<file path="src/rtl/wfc_pkg.sv">
/*
  wfc_pkg: constants, register map and shared helpers for the wake-up
  frame filter configuration block.
  assumes: an 8-bit host bus with a 4-bit register offset and a 2-bit page
  number supplied by the page-select logic elsewhere in the device.
*/
`default_nettype none

package wfc_pkg;

  // ==========================================================================
  // pages and offsets
  localparam logic [1:0] PAGE_MIRROR = 2'h2;   // configuration mirrors
  localparam logic [1:0] PAGE_WAKE   = 2'h3;   // wake-up filter settings

  localparam logic [3:0] OFS_TX_CFG   = 4'hd;  // tx_config_readback
  localparam logic [3:0] OFS_DATA_CFG = 4'he;  // data_config_readback
  localparam logic [3:0] OFS_IRQ_MASK = 4'hf;  // irq_mask_readback
  localparam logic [3:0] OFS_MASK0    = 4'h1;  // wake_byte_mask_0
  localparam logic [3:0] OFS_MASK3    = 4'h4;  // wake_byte_mask_3
  localparam logic [3:0] OFS_SIG_LO   = 4'h5;  // wake_signature_pair_lo
  localparam logic [3:0] OFS_SIG_HI   = 4'h6;  // wake_signature_pair_hi
  localparam logic [3:0] OFS_START    = 4'h7;  // wake_pattern_start
  localparam logic [3:0] OFS_END      = 4'h8;  // wake_pattern_end

  // ==========================================================================
  // write-only register slots (index = offset - OFS_MASK0)
  localparam int NUM_WREG   = 8;
  localparam int NUM_FILTER = 4;
  localparam int SLOT_SIG_LO = 4;
  localparam int SLOT_SIG_HI = 5;
  localparam int SLOT_START  = 6;
  localparam int SLOT_END    = 7;

  // ==========================================================================
  // field layout and reset values
  localparam int          BYTE_W     = 8;
  localparam int          SIG_W      = 16;
  localparam int          IDX_W      = 11;     // frame byte index width
  localparam logic [IDX_W-1:0] MASK_SPAN = 11'h020;  // bytes per mask
  localparam logic [1:0]  LAST_LANE  = 2'h3;   // fourth write of a register
  localparam logic [31:0] WREG_RESET = 32'h0000_0000;
  localparam logic [7:0]  READ_ZERO  = 8'h00;
  localparam logic [15:0] CRC_INIT   = 16'h0000;
  // x^16 + x^15 + x^2 + 1, bit-reversed for lsb-first shifting
  localparam logic [15:0] CRC_POLY_REFL = 16'ha001;

  // one-hot write strobe for the wake-up slots, zero when not mapped
  function automatic logic [NUM_WREG-1:0] wreg_onehot(
    input logic [1:0] page,
    input logic [3:0] ofs
  );
    logic [3:0] slot;
    slot = ofs - OFS_MASK0;
    if ((page == PAGE_WAKE) && (ofs >= OFS_MASK0) && (ofs <= OFS_END))
      return 8'h01 << slot[2:0];
    return 8'h00;
  endfunction

  // is frame byte idx covered by a filter's mask window
  function automatic logic byte_selected(
    input logic [IDX_W-1:0] idx,
    input logic [7:0]       start_words,
    input logic [7:0]       last_byte,
    input logic [31:0]      mask
  );
    logic [IDX_W-1:0] base;
    logic [IDX_W-1:0] rel;
    base = {2'h0, start_words, 1'b0};
    rel  = idx - base;
    return (idx >= base) && (rel < MASK_SPAN) && mask[rel[4:0]]
           && (idx <= {3'h0, last_byte});
  endfunction

endpackage : wfc_pkg

`default_nettype wire

</file>
<file path="src/rtl/wfc_byte_loader.sv">
/*
  wfc_byte_loader: assembles one 32-bit write-only register from four
  successive byte writes, least significant byte first.
  assumes: load is a one-cycle strobe on the same clock as byte_in.
*/
`timescale 1ns/100ps
`default_nettype none

module wfc_byte_loader
  import wfc_pkg::*;
(
  input  wire logic        clock,
  input  wire logic        rst,
  input  wire logic        load,
  input  wire logic [7:0]  byte_in,
  output logic      [31:0] value,
  output logic      [1:0]  lane
);

  // ==========================================================================
  // lane counter: wraps after the fourth byte
  always_ff @(posedge clock or posedge rst) begin
    if (rst) begin
      lane <= 2'h0;
    end else if (load) begin
      lane <= (lane == LAST_LANE) ? 2'h0 : lane + 2'h1;
    end
  end

  // ==========================================================================
  // byte lane store, zero from reset
  always_ff @(posedge clock or posedge rst) begin
    if (rst) begin
      value <= WREG_RESET;
    end else if (load) begin
      value[lane*BYTE_W +: BYTE_W] <= byte_in;
    end
  end

  // ==========================================================================
  // checks
  lane_wrap_a: assert property (@(posedge clock) disable iff (rst)
    load && (lane == LAST_LANE) |=> (lane == 2'h0))
    else $error("lane did not wrap after fourth byte");

  lane_fill_a: assert property (@(posedge clock) disable iff (rst)
    load |=> (value[$past(lane)*BYTE_W +: BYTE_W] == $past(byte_in)))
    else $error("byte not stored in its lane");

endmodule // wfc_byte_loader

`default_nettype wire

</file>
<file path="src/rtl/wfc_crc16.sv">
/*
  wfc_crc16: running 16-bit signature over selected frame bytes,
  generator x^16 + x^15 + x^2 + 1, lsb first.
  assumes: clear and enable come from logic on the same clock.
*/
`timescale 1ns/100ps
`default_nettype none

module wfc_crc16
  import wfc_pkg::*;
(
  input  wire logic        clock,
  input  wire logic        rst,
  input  wire logic        clear,
  input  wire logic        enable,
  input  wire logic [7:0]  data_in,
  output logic      [15:0] crc
);

  // one byte of the reflected shift
  function automatic logic [15:0] crc_step(
    input logic [15:0] c_in,
    input logic [7:0]  d
  );
    logic [15:0] c;
    c = c_in;
    for (int b = 0; b < BYTE_W; b++) begin
      c = (c[0] ^ d[b]) ? ((c >> 1) ^ CRC_POLY_REFL) : (c >> 1);
    end
    return c;
  endfunction

  // ==========================================================================
  // signature register; clear wins over a byte in the same cycle
  always_ff @(posedge clock or posedge rst) begin
    if (rst) begin
      crc <= CRC_INIT;
    end else if (clear) begin
      crc <= CRC_INIT;
    end else if (enable) begin
      crc <= crc_step(crc, data_in);
    end
  end

  // ==========================================================================
  // checks
  crc_hold_a: assert property (@(posedge clock) disable iff (rst)
    !clear && !enable |=> $stable(crc))
    else $error("signature changed with no selected byte");

endmodule // wfc_crc16

`default_nettype wire

</file>
<file path="src/rtl/wfc_wakeup_filter_regs.sv">
/*
  wfc_wakeup_filter_regs: wake-up frame filter settings, configuration
  mirrors and the masked signature match for four filters.
  assumes: host pins cs/rd/wr/offset/data are asynchronous to clock; page,
  mirror sources, filter enables and the frame byte stream come from logic
  on the same clock.
*/
`timescale 1ns/100ps
`default_nettype none

module wfc_wakeup_filter_regs
  import wfc_pkg::*;
(
  input  wire logic       clock,
  input  wire logic       rst,
  // host pins
  input  wire logic       host_cs_n,
  input  wire logic       host_rd_n,
  input  wire logic       host_wr_n,
  input  wire logic [3:0] host_offset,
  input  wire logic [7:0] host_data_in,
  output logic      [7:0] host_data_out,
  output logic            host_data_oe_n,
  // page select and mirror sources
  input  wire logic [1:0] reg_page,
  input  wire logic [7:0] tx_config,
  input  wire logic [7:0] data_config,
  input  wire logic [7:0] irq_mask,
  // filter enables from the command register
  input  wire logic [3:0] filter_enable,
  // received frame stream
  input  wire logic       frame_start,
  input  wire logic       frame_valid,
  input  wire logic [7:0] frame_byte,
  input  wire logic       frame_last,
  // result
  output logic      [3:0] wake_match
);

  // ==========================================================================
  // host pin synchronisers
  logic       cs_n_s1_reg;     // first stage, read only by second
  logic       cs_n_s2_reg;     // synchronised chip select
  logic       rd_n_s1_reg;     // first stage
  logic       rd_n_s2_reg;     // synchronised read strobe
  logic       wr_n_s1_reg;     // first stage
  logic       wr_n_s2_reg;     // synchronised write strobe
  logic       wr_n_d_reg;      // previous write strobe level
  logic       cs_n_d_reg;      // previous chip select level
  logic [3:0] ofs_s1_reg;      // first stage
  logic [3:0] ofs_s2_reg;      // synchronised offset
  logic [3:0] ofs_d_reg;       // offset held over the strobe edge
  logic [7:0] din_s1_reg;      // first stage
  logic [7:0] din_s2_reg;      // synchronised write data
  logic [7:0] din_d_reg;       // data held over the strobe edge

  // two flops on every host pin
  always_ff @(posedge clock or posedge rst) begin
    if (rst) begin
      cs_n_s1_reg <= 1'b1;
      cs_n_s2_reg <= 1'b1;
      rd_n_s1_reg <= 1'b1;
      rd_n_s2_reg <= 1'b1;
      wr_n_s1_reg <= 1'b1;
      wr_n_s2_reg <= 1'b1;
      ofs_s1_reg  <= 4'h0;
      ofs_s2_reg  <= 4'h0;
      din_s1_reg  <= 8'h00;
      din_s2_reg  <= 8'h00;
    end else begin
      cs_n_s1_reg <= host_cs_n;
      cs_n_s2_reg <= cs_n_s1_reg;
      rd_n_s1_reg <= host_rd_n;
      rd_n_s2_reg <= rd_n_s1_reg;
      wr_n_s1_reg <= host_wr_n;
      wr_n_s2_reg <= wr_n_s1_reg;
      ofs_s1_reg  <= host_offset;
      ofs_s2_reg  <= ofs_s1_reg;
      din_s1_reg  <= host_data_in;
      din_s2_reg  <= din_s1_reg;
    end
  end

  // one-cycle delayed copies for edge detection and capture
  always_ff @(posedge clock or posedge rst) begin
    if (rst) begin
      wr_n_d_reg <= 1'b1;
      cs_n_d_reg <= 1'b1;
      ofs_d_reg  <= 4'h0;
      din_d_reg  <= 8'h00;
    end else begin
      wr_n_d_reg <= wr_n_s2_reg;
      cs_n_d_reg <= cs_n_s2_reg;
      ofs_d_reg  <= ofs_s2_reg;
      din_d_reg  <= din_s2_reg;
    end
  end

  // ==========================================================================
  // write decode
  logic                write_done;   // end of a selected write strobe
  logic [NUM_WREG-1:0] slot_load;    // one-hot load per filter register

  // a write completes when the strobe rises while selected
  assign write_done = wr_n_s2_reg && !wr_n_d_reg && !cs_n_d_reg;

  // only page 3 slots load; mirror page writes fall through
  assign slot_load = write_done ? wreg_onehot(reg_page, ofs_d_reg)
                                : '0;

  // ==========================================================================
  // write-only filter registers
  logic [31:0] slot_value [NUM_WREG];  // assembled register contents

  // one byte loader per register slot
  for (genvar s = 0; s < NUM_WREG; s++) begin : g_slot
    wfc_byte_loader u_loader (
      .clock   (clock),
      .rst     (rst),
      .load    (slot_load[s]),
      .byte_in (din_d_reg),
      .value   (slot_value[s]),
      .lane    ()
    );
  end

  // ==========================================================================
  // per-filter field slicing
  logic [31:0] filt_mask  [NUM_FILTER];  // byte mask
  logic [15:0] filt_sig   [NUM_FILTER];  // expected signature
  logic [7:0]  filt_start [NUM_FILTER];  // start offset, 16-bit units
  logic [7:0]  filt_last  [NUM_FILTER];  // last frame byte position

  // slots 0..3 masks, then signature pairs, start and end bytes
  always_comb begin
    for (int f = 0; f < NUM_FILTER; f++) begin
      filt_mask[f]  = slot_value[f];
      filt_start[f] = slot_value[SLOT_START][f*BYTE_W +: BYTE_W];
      filt_last[f]  = slot_value[SLOT_END][f*BYTE_W +: BYTE_W];
    end
    filt_sig[0] = slot_value[SLOT_SIG_LO][15:0];
    filt_sig[1] = slot_value[SLOT_SIG_LO][31:16];
    filt_sig[2] = slot_value[SLOT_SIG_HI][15:0];
    filt_sig[3] = slot_value[SLOT_SIG_HI][31:16];
  end

  // ==========================================================================
  // host read path
  logic       read_active;   // synchronised read cycle in progress
  logic [7:0] read_data;     // value chosen for the addressed location

  assign read_active = !cs_n_s2_reg && !rd_n_s2_reg;

  // mirrors on page 2; filter registers read as zero
  always_comb begin
    read_data = READ_ZERO;
    if (reg_page == PAGE_MIRROR) begin
      unique case (ofs_s2_reg)
        OFS_TX_CFG:   read_data = tx_config;
        OFS_DATA_CFG: read_data = data_config;
        OFS_IRQ_MASK: read_data = irq_mask;
        default:      read_data = READ_ZERO;
      endcase
    end
  end

  // data bus driven while a read is selected
  always_ff @(posedge clock or posedge rst) begin
    if (rst) begin
      host_data_out  <= READ_ZERO;
      host_data_oe_n <= 1'b1;
    end else begin
      host_data_out  <= read_active ? read_data : READ_ZERO;
      host_data_oe_n <= !read_active;
    end
  end

  // ==========================================================================
  // frame byte index
  logic [IDX_W-1:0] byte_idx_reg;   // position of the current frame byte

  // counts valid bytes from each frame start
  always_ff @(posedge clock or posedge rst) begin
    if (rst) begin
      byte_idx_reg <= '0;
    end else if (frame_start) begin
      byte_idx_reg <= '0;
    end else if (frame_valid) begin
      byte_idx_reg <= byte_idx_reg + 11'h001;
    end
  end

  // ==========================================================================
  // masked signature per filter
  logic [NUM_FILTER-1:0] byte_sel;   // current byte enters the signature
  logic [15:0]           filt_crc [NUM_FILTER];  // running signatures

  for (genvar f = 0; f < NUM_FILTER; f++) begin : g_filter
    // window test on the current byte
    assign byte_sel[f] = frame_valid && byte_selected(byte_idx_reg,
                           filt_start[f], filt_last[f], filt_mask[f]);

    wfc_crc16 u_crc (
      .clock   (clock),
      .rst     (rst),
      .clear   (frame_start),
      .enable  (byte_sel[f]),
      .data_in (frame_byte),
      .crc     (filt_crc[f])
    );
  end

  // ==========================================================================
  // match decision one cycle after the final byte
  logic                  compare_pending_reg;  // signatures now complete
  logic [NUM_FILTER-1:0] sig_equal;            // signature equals expected

  always_comb begin
    for (int f = 0; f < NUM_FILTER; f++) begin
      sig_equal[f] = (filt_crc[f] == filt_sig[f]);
    end
  end

  // final byte seen, compare next cycle
  always_ff @(posedge clock or posedge rst) begin
    if (rst) begin
      compare_pending_reg <= 1'b0;
    end else begin
      compare_pending_reg <= frame_valid && frame_last && !frame_start;
    end
  end

  // one-cycle match pulse, gated by the filter enables
  always_ff @(posedge clock or posedge rst) begin
    if (rst) begin
      wake_match <= '0;
    end else if (compare_pending_reg) begin
      wake_match <= sig_equal & filter_enable;
    end else begin
      wake_match <= '0;
    end
  end

  // ==========================================================================
  // checks
  tx_mirror_a: assert property (@(posedge clock) disable iff (rst)
    read_active && (reg_page == PAGE_MIRROR) && (ofs_s2_reg == OFS_TX_CFG)
    |=> (host_data_out == $past(tx_config)) && !host_data_oe_n)
    else $error("tx config mirror read wrong");

  data_mirror_a: assert property (@(posedge clock) disable iff (rst)
    read_active && (reg_page == PAGE_MIRROR)
    && (ofs_s2_reg == OFS_DATA_CFG)
    |=> (host_data_out == $past(data_config)))
    else $error("data config mirror read wrong");

  irq_mirror_a: assert property (@(posedge clock) disable iff (rst)
    read_active && (reg_page == PAGE_MIRROR)
    && (ofs_s2_reg == OFS_IRQ_MASK)
    |=> (host_data_out == $past(irq_mask)))
    else $error("irq mask mirror read wrong");

  wo_read_a: assert property (@(posedge clock) disable iff (rst)
    read_active && (reg_page == PAGE_WAKE) |=> (host_data_out == READ_ZERO))
    else $error("write-only register returned data");

  mirror_ro_a: assert property (@(posedge clock) disable iff (rst)
    (reg_page != PAGE_WAKE) |-> (slot_load == '0))
    else $error("filter register loaded outside its page");

  enable_gate_a: assert property (@(posedge clock) disable iff (rst)
    (wake_match != '0) |-> ((wake_match & ~$past(filter_enable)) == '0))
    else $error("disabled filter reported a match");

  start_window_a: assert property (@(posedge clock) disable iff (rst)
    (byte_idx_reg < {2'h0, filt_start[0], 1'b0}) |-> !byte_sel[0])
    else $error("byte before start offset selected");

  match_pulse_a: assert property (@(posedge clock) disable iff (rst)
    frame_valid && frame_last && !frame_start && (filter_enable == 4'hf)
    ##1 (sig_equal == 4'hf) |=> (wake_match == 4'hf) ##1 (wake_match == '0))
    else $error("match pulse missing or too long");

endmodule // wfc_wakeup_filter_regs

`default_nettype wire

</file>
<file path="config.mk">
export PLATFORM = sky130hd
export DESIGN_NAME = wfc_wakeup_filter_regs
export DESIGN_NICKNAME = d
export VERILOG_FILES = /design/src/rtl/wfc_pkg.sv /design/src/rtl/wfc_byte_loader.sv /design/src/rtl/wfc_crc16.sv /design/src/rtl/wfc_wakeup_filter_regs.sv
export SDC_FILE = /design/constraint.sdc
export NUM_CORES = 1
export LEC_CHECK = 0
export BUFFER_PORTS_ARGS = -buffer_cell sky130_fd_sc_hd__buf_4
export CAP_MARGIN = 0
export CORE_MARGIN = 4
export CORE_UTILIZATION = 50
export CTS_CLUSTER_SIZE = 28
export DETAILED_ROUTE_END_ITERATION = 7
export GPL_TIMING_DRIVEN = 0
export PLACE_DENSITY = 0.66
export SLEW_MARGIN = 20
export SYNTH_ARGS = -nofsm -noshare
export SYNTH_HDL_FRONTEND = slang
export SYNTH_SLANG_ARGS = --single-unit
</file>
<file path="constraint.sdc">
create_clock -name clock -period 34.2 [get_ports clock]
set_input_delay 5.13 -clock clock [delete_from_list [all_inputs] [get_ports clock]]
set_output_delay 5.13 -clock clock [all_outputs]
set_load 0.02 [all_outputs]
</file>
# Yosys cells after proc, flatten, opt, wreduce, memory -nomap -nowiden
# Index checks and enable logic that the tools add are counted.
# word_totals
regBits,405
in_bits,58
out_inout_bits,13
# op_classes
add_sub_neg,22
magnitude_cmp,18
n_eq_ne,17
n_shift,17
n_mux,74
bitwise_logic,65
n_reduce_logical,34
# ops
op,count
$mux W16,40
$neg A5 Y34,8
$shift A8 B34 Y32 const A,8
$shiftx A8 B34 Y32,8
$bwmux W32,8
$not A2 Y3,32
$eq A16 B16 Y1,4
$ge A11 B9 Y1,4
$le A11 B8 Y1,4
$lt A11 B6 Y1 const B,4
$sub A11 B9 Y11,4
$mux W8,5
$xor A1 B1 Y1,32
$lt A5 B6 Y1 const B,4
$pmux W8 S3,1
$logic_and A1 B1 Y1,23
$mux W11,2
$bmux W1 S5,4
$eq A2 B2 Y1 const B,10
$add A2 B1 Y2 const B,8
$mux W2,8
$eq A4 B4 Y1 const B,3
$add A11 B1 Y11 const B,1
$reduce_bool A2 Y1,5
8 further kinds,17

# Logic depth before layout (Yosys ltp)
# Gate-level depths: netlist (run 1).
# depth
ltp_word,18
depth_mapped,13
mapped_depth_nobuf,11

# Hierarchy
# A second synthesis (run 1) with hierarchy kept.
# unflattened
hier_cells,1861
hier_area_um2,21882.2
# by_module_without_submodules
mod,instances,cells_per_inst,area_each_um2,seq_area_each_um2
wfc_byte_loader,8,115,1495.2,850.8
wfc_wakeup_filter_regs,1,635,6363.6,1737.9
wfc_crc16 at g_filter[1].u_crc ...,3,76,900.9,400.4
wfc_crc16 at g_filter[0].u_crc,1,78,854.6,400.4

# Worst setup path after synthesis (run 1)
# OpenSTA, ideal clock, no wires.
# synth_timing
path_kind,input-to-reg
from,input frame_valid
to,register g_filter[2].u_crc.crc[0]
t_arrival_ps,7034
t_required_ps,34075
path_slack_ps,27041
cell_stages,7
path_buffers,2
path_cell_list,buf_2 -> nor4b_1 -> o21a_1 -> o2111ai_1 -> nor4_2 -> buf_4 -> mux2_2
# synth_via
elab_chain_len,2
# synth_rtl
item,line,text
from (decl),wfc_wakeup_filter_regs.sv:33,"input wire logic frame_valid,"
$logic_and A1 B1 Y1,wfc_wakeup_filter_regs.sv:200,"assign byte_sel[f] = frame_valid && byte_selected(byte_idx_reg,"
$reduce_bool A2 Y1 (no source line),--,
to (signal assigned),wfc_crc16.sv:41,"crc <= crc_step(crc, data_in);"
to (decl),wfc_crc16.sv:17,output logic [15:0] crc
# Every way passes these cells.
# A chain may end at the register's enable or synchronous reset.

# Worst setup path after layout (run 1)
# layout_timing
from,input frame_valid
to,register g_filter[1].u_crc.crc[11]
# layout_via
elab_chain_len,2
# layout_rtl
item,line
$logic_and A1 B1 Y1,wfc_wakeup_filter_regs.sv:200
$reduce_bool A2 Y1 (no source line),--
to (signal assigned),wfc_crc16.sv:41
to (decl),wfc_crc16.sv:17
# Every way passes these cells.

==> summary.md, run 1 <==
| Metric | Value |
|---|---|
| Tcrit/Tclk final | `22.5%` |
| Placed insts | `2,919` |
| Status | `finished, final reports clean` |
| Crit path max fanout | `10` |
| Fill cell count | `3,629` |
| Pwr dens | `46.3 mW/mm^2` |
| Worst setup SP type | `input pin` |
| Drt pass-1 iters | `7` |
| Synth Instances | `2,270` |
| Number of flip-flops in the largest register | `256` |
| Drt via density | `5.58` |
| Post-synthesis cell type count | `65` |
| Post-DP HPWL | `39,300 um` |
| Final WS setup | `26,500 ps` |
| Vias in the first global route | `16,678` |
| FMAX | `0.130 GHz` |
| Mapped Nets | `2,437` |
| Post-CTS Setup Bufs | `0` |
| FFs w/ async S/R, synth | `100%` |
| Height of the die | `216 um` |
| Via count | `16,746` |
| #FFs+latches synth | `405` |
| Multi-input logic area | `0.0107 mm^2` |
| Post-synth top flop | `dfrtp_1` |
| Post-synth top area share | `45.9%` |
| Io pins | `71` |
| Hold Crit Start | `ofs_s1_reg[1]` |
| DRC Markers | `0` |
| Crit-path slowest cell | `nor4b_1` |
| P_int | `0.000849 W` |
| Largest net degree at the start of global routing | `101` |
| Slew Limit Fails | `0` |
| Drt first-iter violations | `1,485` |
| Fraction of layout instances using a drive strength above 1 | `10.3%` |
| First-pass GRT wire length | `90,400 um` |
| Non-Filler Instances | `3,003` |
| Total Routing Usage GR | `24.2%` |
| WL final | `56,700 um` |
| Number of antenna violations at the first check in global routing | `0` |
| Mapped Area | `0.0216 mm^2` |
| Clock Tree Root | `clkbuf_16` |
| Post-synthesis sequential area ratio | `47.0%` |
| Nets | `2,557` |
| GR Overflow Total | `0` |
| Die area | `0.0466 mm^2` |
| ANT nets after route | `0` |
| CTS Hold Buffers Added | `0` |
| Gpl congestion | `0.870` |
| Max Cap Viol | `0` |
| H-tree depth | `2` |
| Reg2reg start | `byte_idx_reg[1]` |
| Routed wire length per instance | `18.9 um` |
| Pre-CTS worst setup slack | `25,970 ps` |
| Post_cts resized | `0` |
| Worst setup startpoint | `frame_valid` |
| Post-synth top area cell | `dfrtp_1` |
| Post-layout min period | `7700 ps` |
| Largest stage delay, worst path | `980 ps` |
| Crit path cell chain | `buf_2 -> nor4b_1 -> o211ai_1 -> a311o_1 -> a2111oi_4 -> buf_4 -> nand4_1 -> a21oi_1` |
| Setup_tns | `0 ps` |
| Post-DP Area | `0.0230 mm^2` |
| Avg Synthesized Cell Area | `9.51 um^2` |
| Clock-pin slew on the worst setup and hold paths | `60 ps` |
| Area growth syn-to-layout | `13.9%` |
| Slew margin rel. | `19.1%` |
| Core box area | `0.0423 mm^2` |
| Final Skew | `22.3 ps` |
| Clock power frac | `46.5%` |
| NetSw | `0.000290 W` |
| WP data arrival | `8200 ps` |
| Biggest registers after layout | `g_slot.u_loader.value: 256 flops, g_filter.u_crc.crc: 64 flops, g_slot.u_loader.lane: 16 flops` |
| I/O Buffers | `67` |
| Design Area, Final | `0.0246 mm^2` |
| FP Rows | `75` |
| Clock Sinks | `405` |
| Die X | `216 um` |
| Switching Share | `25.5%` |
| CTS tree | `done` |
| Measured slew at the worst slew-check pin | `1200 ps` |
| Crit Path Category | `in -> reg` |
| Setup-failing EPs final | `0` |
| HP Class | `reg -> reg` |
| Clk_lat worst skew | `590 ps` |
| Num CTS Buffers | `46` |
| Post-synth EDFFs | `0` |
| Sequential share of power | `43.5%` |
| Number of diodes | `0` |
| Synth Warn # | `0` |
| Area contributors post-synth | `dfrtp_1 (46%), nand2_1 (10%), o21ai_0 (6.8%)` |
| Leakage power | `10.5 nW` |
| Combinational Power Share | `10.0%` |
| Max VDD drop | `0.0432 mV` |
| RSZ-0062 raised after global routing | `false` |
| CP Data Required Time | `34,700 ps` |
| Initial core utilization | `51.0%` |
| Endpoint type of the worst setup path | `register` |
| Clk buf depth | `3` |
| Largest Register | `g_slot.u_loader.value` |
| Fin. Hold Viols | `0` |
| Register area | `0.0101 mm^2` |
## synthesized netlist by cell type (6+ instances only)
cell / number
nor4_1: 11
nor2b_1: 23
xor2_1: 51
o21a_1: 15
mux4_2: 38
o21ai_0: 292
o211ai_1: 6
nor3_1: 17
o31ai_1: 24
a21oi_1: 50
xnor2_1: 134
nand2_1: 598
inv_1: 85
ha_1: 105
clkbuf_1: 90
a211oi_1: 12
mux2i_1: 34
a21o_1: 6
and3_1: 6
a31oi_1: 10
nor2_1: 68
nand3_1: 6
mux2_2: 23
or2_2: 7
nor3b_1: 26
nand4_1: 45
or3_1: 7
dfstp_2: 9
dfrtp_1: 396
## metrics by stage
stage | util, % | hold WS, ps | power (W)
6_report | 58.1 | 343 | 0.00114
5_1_grt | 58.1 | 351 | 0.00118
4_1_cts | 58.1 | 347 | 0.00115
3_5_place_dp | 54.3 | 335 | 0.000617
3_3_place_gp | 53.9 | 332 | 0.000614
2_1_floorplan | - | 331 | 0.000578
## final cells by class
| cell class | instances | share of cell area (%) |
|---|---|---|
| Buffer | 105 | 1.82 |
| Inverter | 86 | 1.34 |
| Multi-Input combinational cell | 1674 | 43.5 |
| Sequential cell | 405 | 41.2 |
| Timing Repair Buffer | 72 | 2.52 |
| Clock inverter | 20 | 1.23 |
| Tap cell | 577 | 2.93 |
| Clock buffer | 64 | 5.44 |
## metal layers
metal	track usage (%)	share of wire, %
met1	33.2	44
met2	39.4	47
met3	3.56	4.9
met4	9.25	3.8
met5	0	0
## placed cells by master, fill, tap and decap left out, drive strengths merged, types with 15 or more instances in the layout
| cell type | n |
|---|---|
| inv | 87 |
| a21oi | 50 |
| nor2b | 23 |
| clkbuf | 154 |
| nor3b | 26 |
| ha | 105 |
| nor2 | 68 |
| mux4 | 38 |
| nand4 | 45 |
| o21a | 15 |
| dfrtp | 396 |
| xor2 | 51 |
| nor3 | 17 |
| mux2 | 23 |
| nand2 | 598 |
| o21ai | 292 |
| o31ai | 24 |
| buf | 87 |
| mux2i | 34 |
| xnor2 | 136 |
## worst max-delay path, delay by kind of cell
kind	cells	cell delay, ps
AO/OA/AOI/OAI	4	1450
AND/OR/NAND/NOR	2	1120
buffers and inverters	2	480
## final timing paths
kind	end	slack [ps]	cells past startpoint
worst min register to register	ofs_s2_reg[1]	340	0
min in group asynchronous	g_slot[7].u_loader.value[4]	4590	2
worst max register to register	g_filter[2].u_crc.crc[1]	30050	12
max in group asynchronous	cs_n_d_reg	28400	4
worst min-delay path	ofs_s2_reg[1]	340	0
worst max-delay path	g_filter[1].u_crc.crc[11]	26500	8
## cells by family (layout without fill, tap and decap cells)
group | after synthesis | in the layout | synth area share (%)
DFF | 405 | 405 | 47.0
buffers and inverters | 191 | 347 | 3.57
muxes | 95 | 95 | 6.74
and+or+nand+nor | 836 | 836 | 16.7
xor gates and xnor gates | 189 | 189 | 7.86
adders and majority gates | 109 | 109 | 6.46
AOI/OAI and AO/OA | 445 | 445 | 11.7
## power by group through the flow
stage	registers, W	clock network [W]	logic, W
floorplan	0.000501	0	0.0000769
global placement	0.000504	0	0.000110
detailed placement	0.000504	0	0.000113
CTS	0.000495	0.000539	0.000114
global route	0.000496	0.000559	0.000126
finish	0.000495	0.000530	0.000114
Power figures use the tool's default switching activity.
==> run 2: changes to the inputs <==
- ABC_AREA: unset -> 1
- PLACE_DENSITY: 0.66 -> 0.69
- clock period: 34.2 -> 6.6 ns (I/O delays scaled with it)
==> run 2 against run 1 <==
  * Combinational power grew to 6.1 times the previous value
  * Hold slack worse by 12 ps
  * Clock power grew to 5.3 times the previous value
  * Sequential share of layout area is 1.8 points lower
  * Synthesized cell count is 31% higher
  * Sequential power grew to 5.2 times the previous value
  * Register-to-register slack worse by 27000 ps
  * Flip-flop and latch count stayed put
  * Clock-buffer cell count is 3 lower
  * Total power grew to 5.4 times the previous value
  * Via count is 22% higher
==> summary.md, run 2 <==
| Metric | Value |
|---|---|
| Status | `finished, final reports clean` |
| Die area | `0.0486 mm^2` |
| Fraction of layout instances using a drive strength above 1 | `8.22%` |
| #FFs+latches synth | `405` |
| Routing usage on met3 | `3.58%` |
| Num CTS Buffers | `45` |
| CTS Hold Buffers Added | `0` |
| Clock-pin slew on the worst setup and hold paths | `60 ps` |
| First-pass GRT wire length | `101,000 um` |
| Post-CTS Setup Bufs | `0` |
| DRC Markers | `0` |
| Initial core utilization | `50.8%` |
| Largest net degree at the start of global routing | `36` |
| Crit Path Category | `reg -> reg` |
| M1 GR Usage | `34.6%` |
| FP Rows | `77` |
| Largest Register | `g_slot.u_loader.value` |
| Met2 GRT Util | `43.3%` |
| Clk_lat worst skew | `580 ps` |
| Routed wire length per instance | `17.0 um` |
| Number of diodes | `0` |
| Vias in the first global route | `19,508` |
| H-tree depth | `2` |
| WP data arrival | `4230 ps` |
| Drt via density | `5.48` |
| Largest stage delay, worst path | `610 ps` |
| Most instantiated cells after synthesis | `nand2_1 (912), dfrtp_1 (396), nand3_1 (385), inv_1 (312), o21ai_0 (309)` |
| Number of flip-flops in the largest register | `256` |
| Synth Instances | `2,966` |
| Biggest registers after layout | `g_slot.u_loader.value: 256 flops, g_filter.u_crc.crc: 64 flops, g_slot.u_loader.lane: 16 flops` |
| Core box area | `0.0444 mm^2` |
| Max Cap Viol | `0` |
| I/O Buffers | `62` |
| Post-synthesis cell type count | `43` |
| Setup-failing EPs final | `0` |
| CTS tree | `done` |
| CP delay by family, top | `buffers and inverters` |
| Crit-path slowest cell | `dfrtp_1` |
| Drt pass-1 iters | `8` |
| GR Overflow Total | `0` |
| Most frequent CP cell | `nand3_1` |
| Crit path max fanout | `10` |
| Mapped Nets | `3,133` |
| ANT nets after route | `0` |
| Synth Warn # | `0` |
| Nets | `3,255` |
| CP bufs+invs | `4` |
| Post-layout min period | `3780 ps` |
| Non-Filler Instances | `3,717` |
| Io pins | `71` |
| Avg Synthesized Cell Area | `7.60 um^2` |
| Tcrit/Tclk final | `57.3%` |
| Post-DP HPWL | `45,200 um` |
| Clk buf depth | `3` |
| HP Class | `reg -> reg` |
| Clock Tree Root | `clkbuf_16` |
| RSZ-0062 raised after global routing | `false` |
| Drt first-iter violations | `1,739` |
| WL final | `63,200 um` |
| Slew margin rel. | `25.1%` |
| Area contributors post-synth | `dfrtp_1 (44%), nand2_1 (15%), nand3_1 (8.5%)` |
| Max VDD drop | `0.242 mV` |
| Area growth syn-to-layout | `14.0%` |
| Final Skew | `21.8 ps` |
| Pwr dens | `237 mW/mm^2` |
| Commonest non-fill, non-tap cell in the layout | `nand2_1` |
| Min Hold Slack | `331 ps` |
| Height of the die | `220 um` |
| Count leader, synth | `nand2_1` |
| Post-synth top area share | `43.9%` |
| Total Routing Usage GR | `26.0%` |
| Via count | `20,358` |
| Clock Sinks | `405` |
| Number of antenna violations at the first check in global routing | `0` |
| Gpl congestion | `0.901` |
| Placed insts | `3,633` |
| Fill cell count | `4,058` |
| Most frequent cells in the layout | `nand2_1 (912), dfrtp_1 (396), nand3_1 (385), inv_1 (311), o21ai_0 (309)` |
| Slew Limit Fails | `0` |
| GR peak layer | `met2` |
| Measured slew at the worst slew-check pin | `1120 ps` |
| Die X | `220 um` |
| Post-synth top flop | `dfrtp_1` |
| Worst setup SP type | `register` |
| Fin. Hold Viols | `0` |
| FMAX | `0.264 GHz` |
| Mapped Area | `0.0226 mm^2` |
| CP Data Required Time | `7050 ps` |
| FFs w/ async S/R, synth | `100%` |
| Endpoint type of the worst setup path | `register` |
| Post-synth top area cell | `dfrtp_1` |
| Crit path cell chain | `inv_1 -> ha_1 -> clkbuf_1 -> inv_1 -> nand3_1 -> nand3_1 -> nand3_1 -> nand3_1 -> nand2_1 -> nand4_1 -> nand2_1 -> buf_2 -> o21ai_0` |
| Post-synthesis sequential area ratio | `45.0%` |
| Post-synth EDFFs | `0` |
| Leakage power | `12.8 nW` |
| Post_cts resized | `0` |
run 2: cell types whose count changed after synthesis, moves of 34 or more:
cell | before | now
nand3_1 | 6 | 385
buf_2 | 4 | 42
nor2_1 | 68 | 137
xnor2_1 | 134 | 27
nand2_1 | 598 | 912
mux4_2 | 38 | 0
mux2i_1 | 34 | 0
inv_1 | 85 | 312
run 2: worst paths after layout:
| path | from | endpoint | slack [ps] | depth (start not counted) |
|---|---|---|---|---|
| worst max-delay path | byte_idx_reg[1] | g_filter[2].u_crc.crc[3] | 2820 | 13 |
| worst min-delay path | din_s2_reg[1] | din_d_reg[1] | 330 | 0 |
| worst max register to register | byte_idx_reg[1] | g_filter[2].u_crc.crc[3] | 2820 | 13 |
| worst min register to register | din_s2_reg[1] | din_d_reg[1] | 330 | 0 |
| max in group asynchronous | rst | rd_n_s1_reg | 4960 | 5 |
| min in group asynchronous | rst | g_filter[3].u_crc.crc[4] | 490 | 2 |
run 2: through the flow:
stage               setup TNS, ps  area [um^2]  util [%]  total power, W  worst slack (ps)
floorplan                       0        22600         -         0.00309               162
CTS                             0        25700      57.9         0.00614              2930
global placement          -817470        23800      53.5         0.00328             -2130
finish                          0        25700      57.9         0.00610              2820
global route                    0        25700      57.9         0.00634              2700
detailed placement              0        24000      54.1         0.00332              2920
run 2: where the power goes:
group | total (W) | internal (W) | switching [W]
Combinational | 0.000692 | 0.000208 | 0.000483
Clock | 0.00282 | 0.00175 | 0.00106
Sequential | 0.00259 | 0.00255 | 0.0000471
Total | 0.00610 | 0.00451 | 0.00159
run 2: routing by layer:
layer | share of wire [%] | wire length (um) | up-vias
met3 | 5.5 | 3460 | 144
met4 | 3.4 | 2170 | 0
met2 | 48 | 30200 | 618
met5 | 0 | 0 | -
met1 | 43 | 27500 | 9751
li1 | - | - | 9845
run 2: layout make-up:
| class | count | area, um^2 | share of cell area [%] |
|---|---|---|---|
| plain buffers | 110 | 518 | 2.01 |
| repair buffers | 75 | 741 | 2.88 |
| flip-flops and latches | 405 | 10100 | 39.5 |
| well taps | 592 | 741 | 2.88 |
| inverters | 318 | 1200 | 4.66 |
| multi-input cells | 2133 | 10700 | 41.6 |
| clock inverters | 23 | 354 | 1.38 |
| clock buffers | 61 | 1320 | 5.13 |
run 2: cells by family (layout without fill, tap and decap cells):
group,Yosys count,after routing,synth area share [%]
compound gates,424,424,9.74
xor+xnor,69,69,2.71
fa+ha+maj,109,109,6.18
buf+inv,428,587,7.59
flops,405,405,45.0
simple gates,1531,1531,28.8
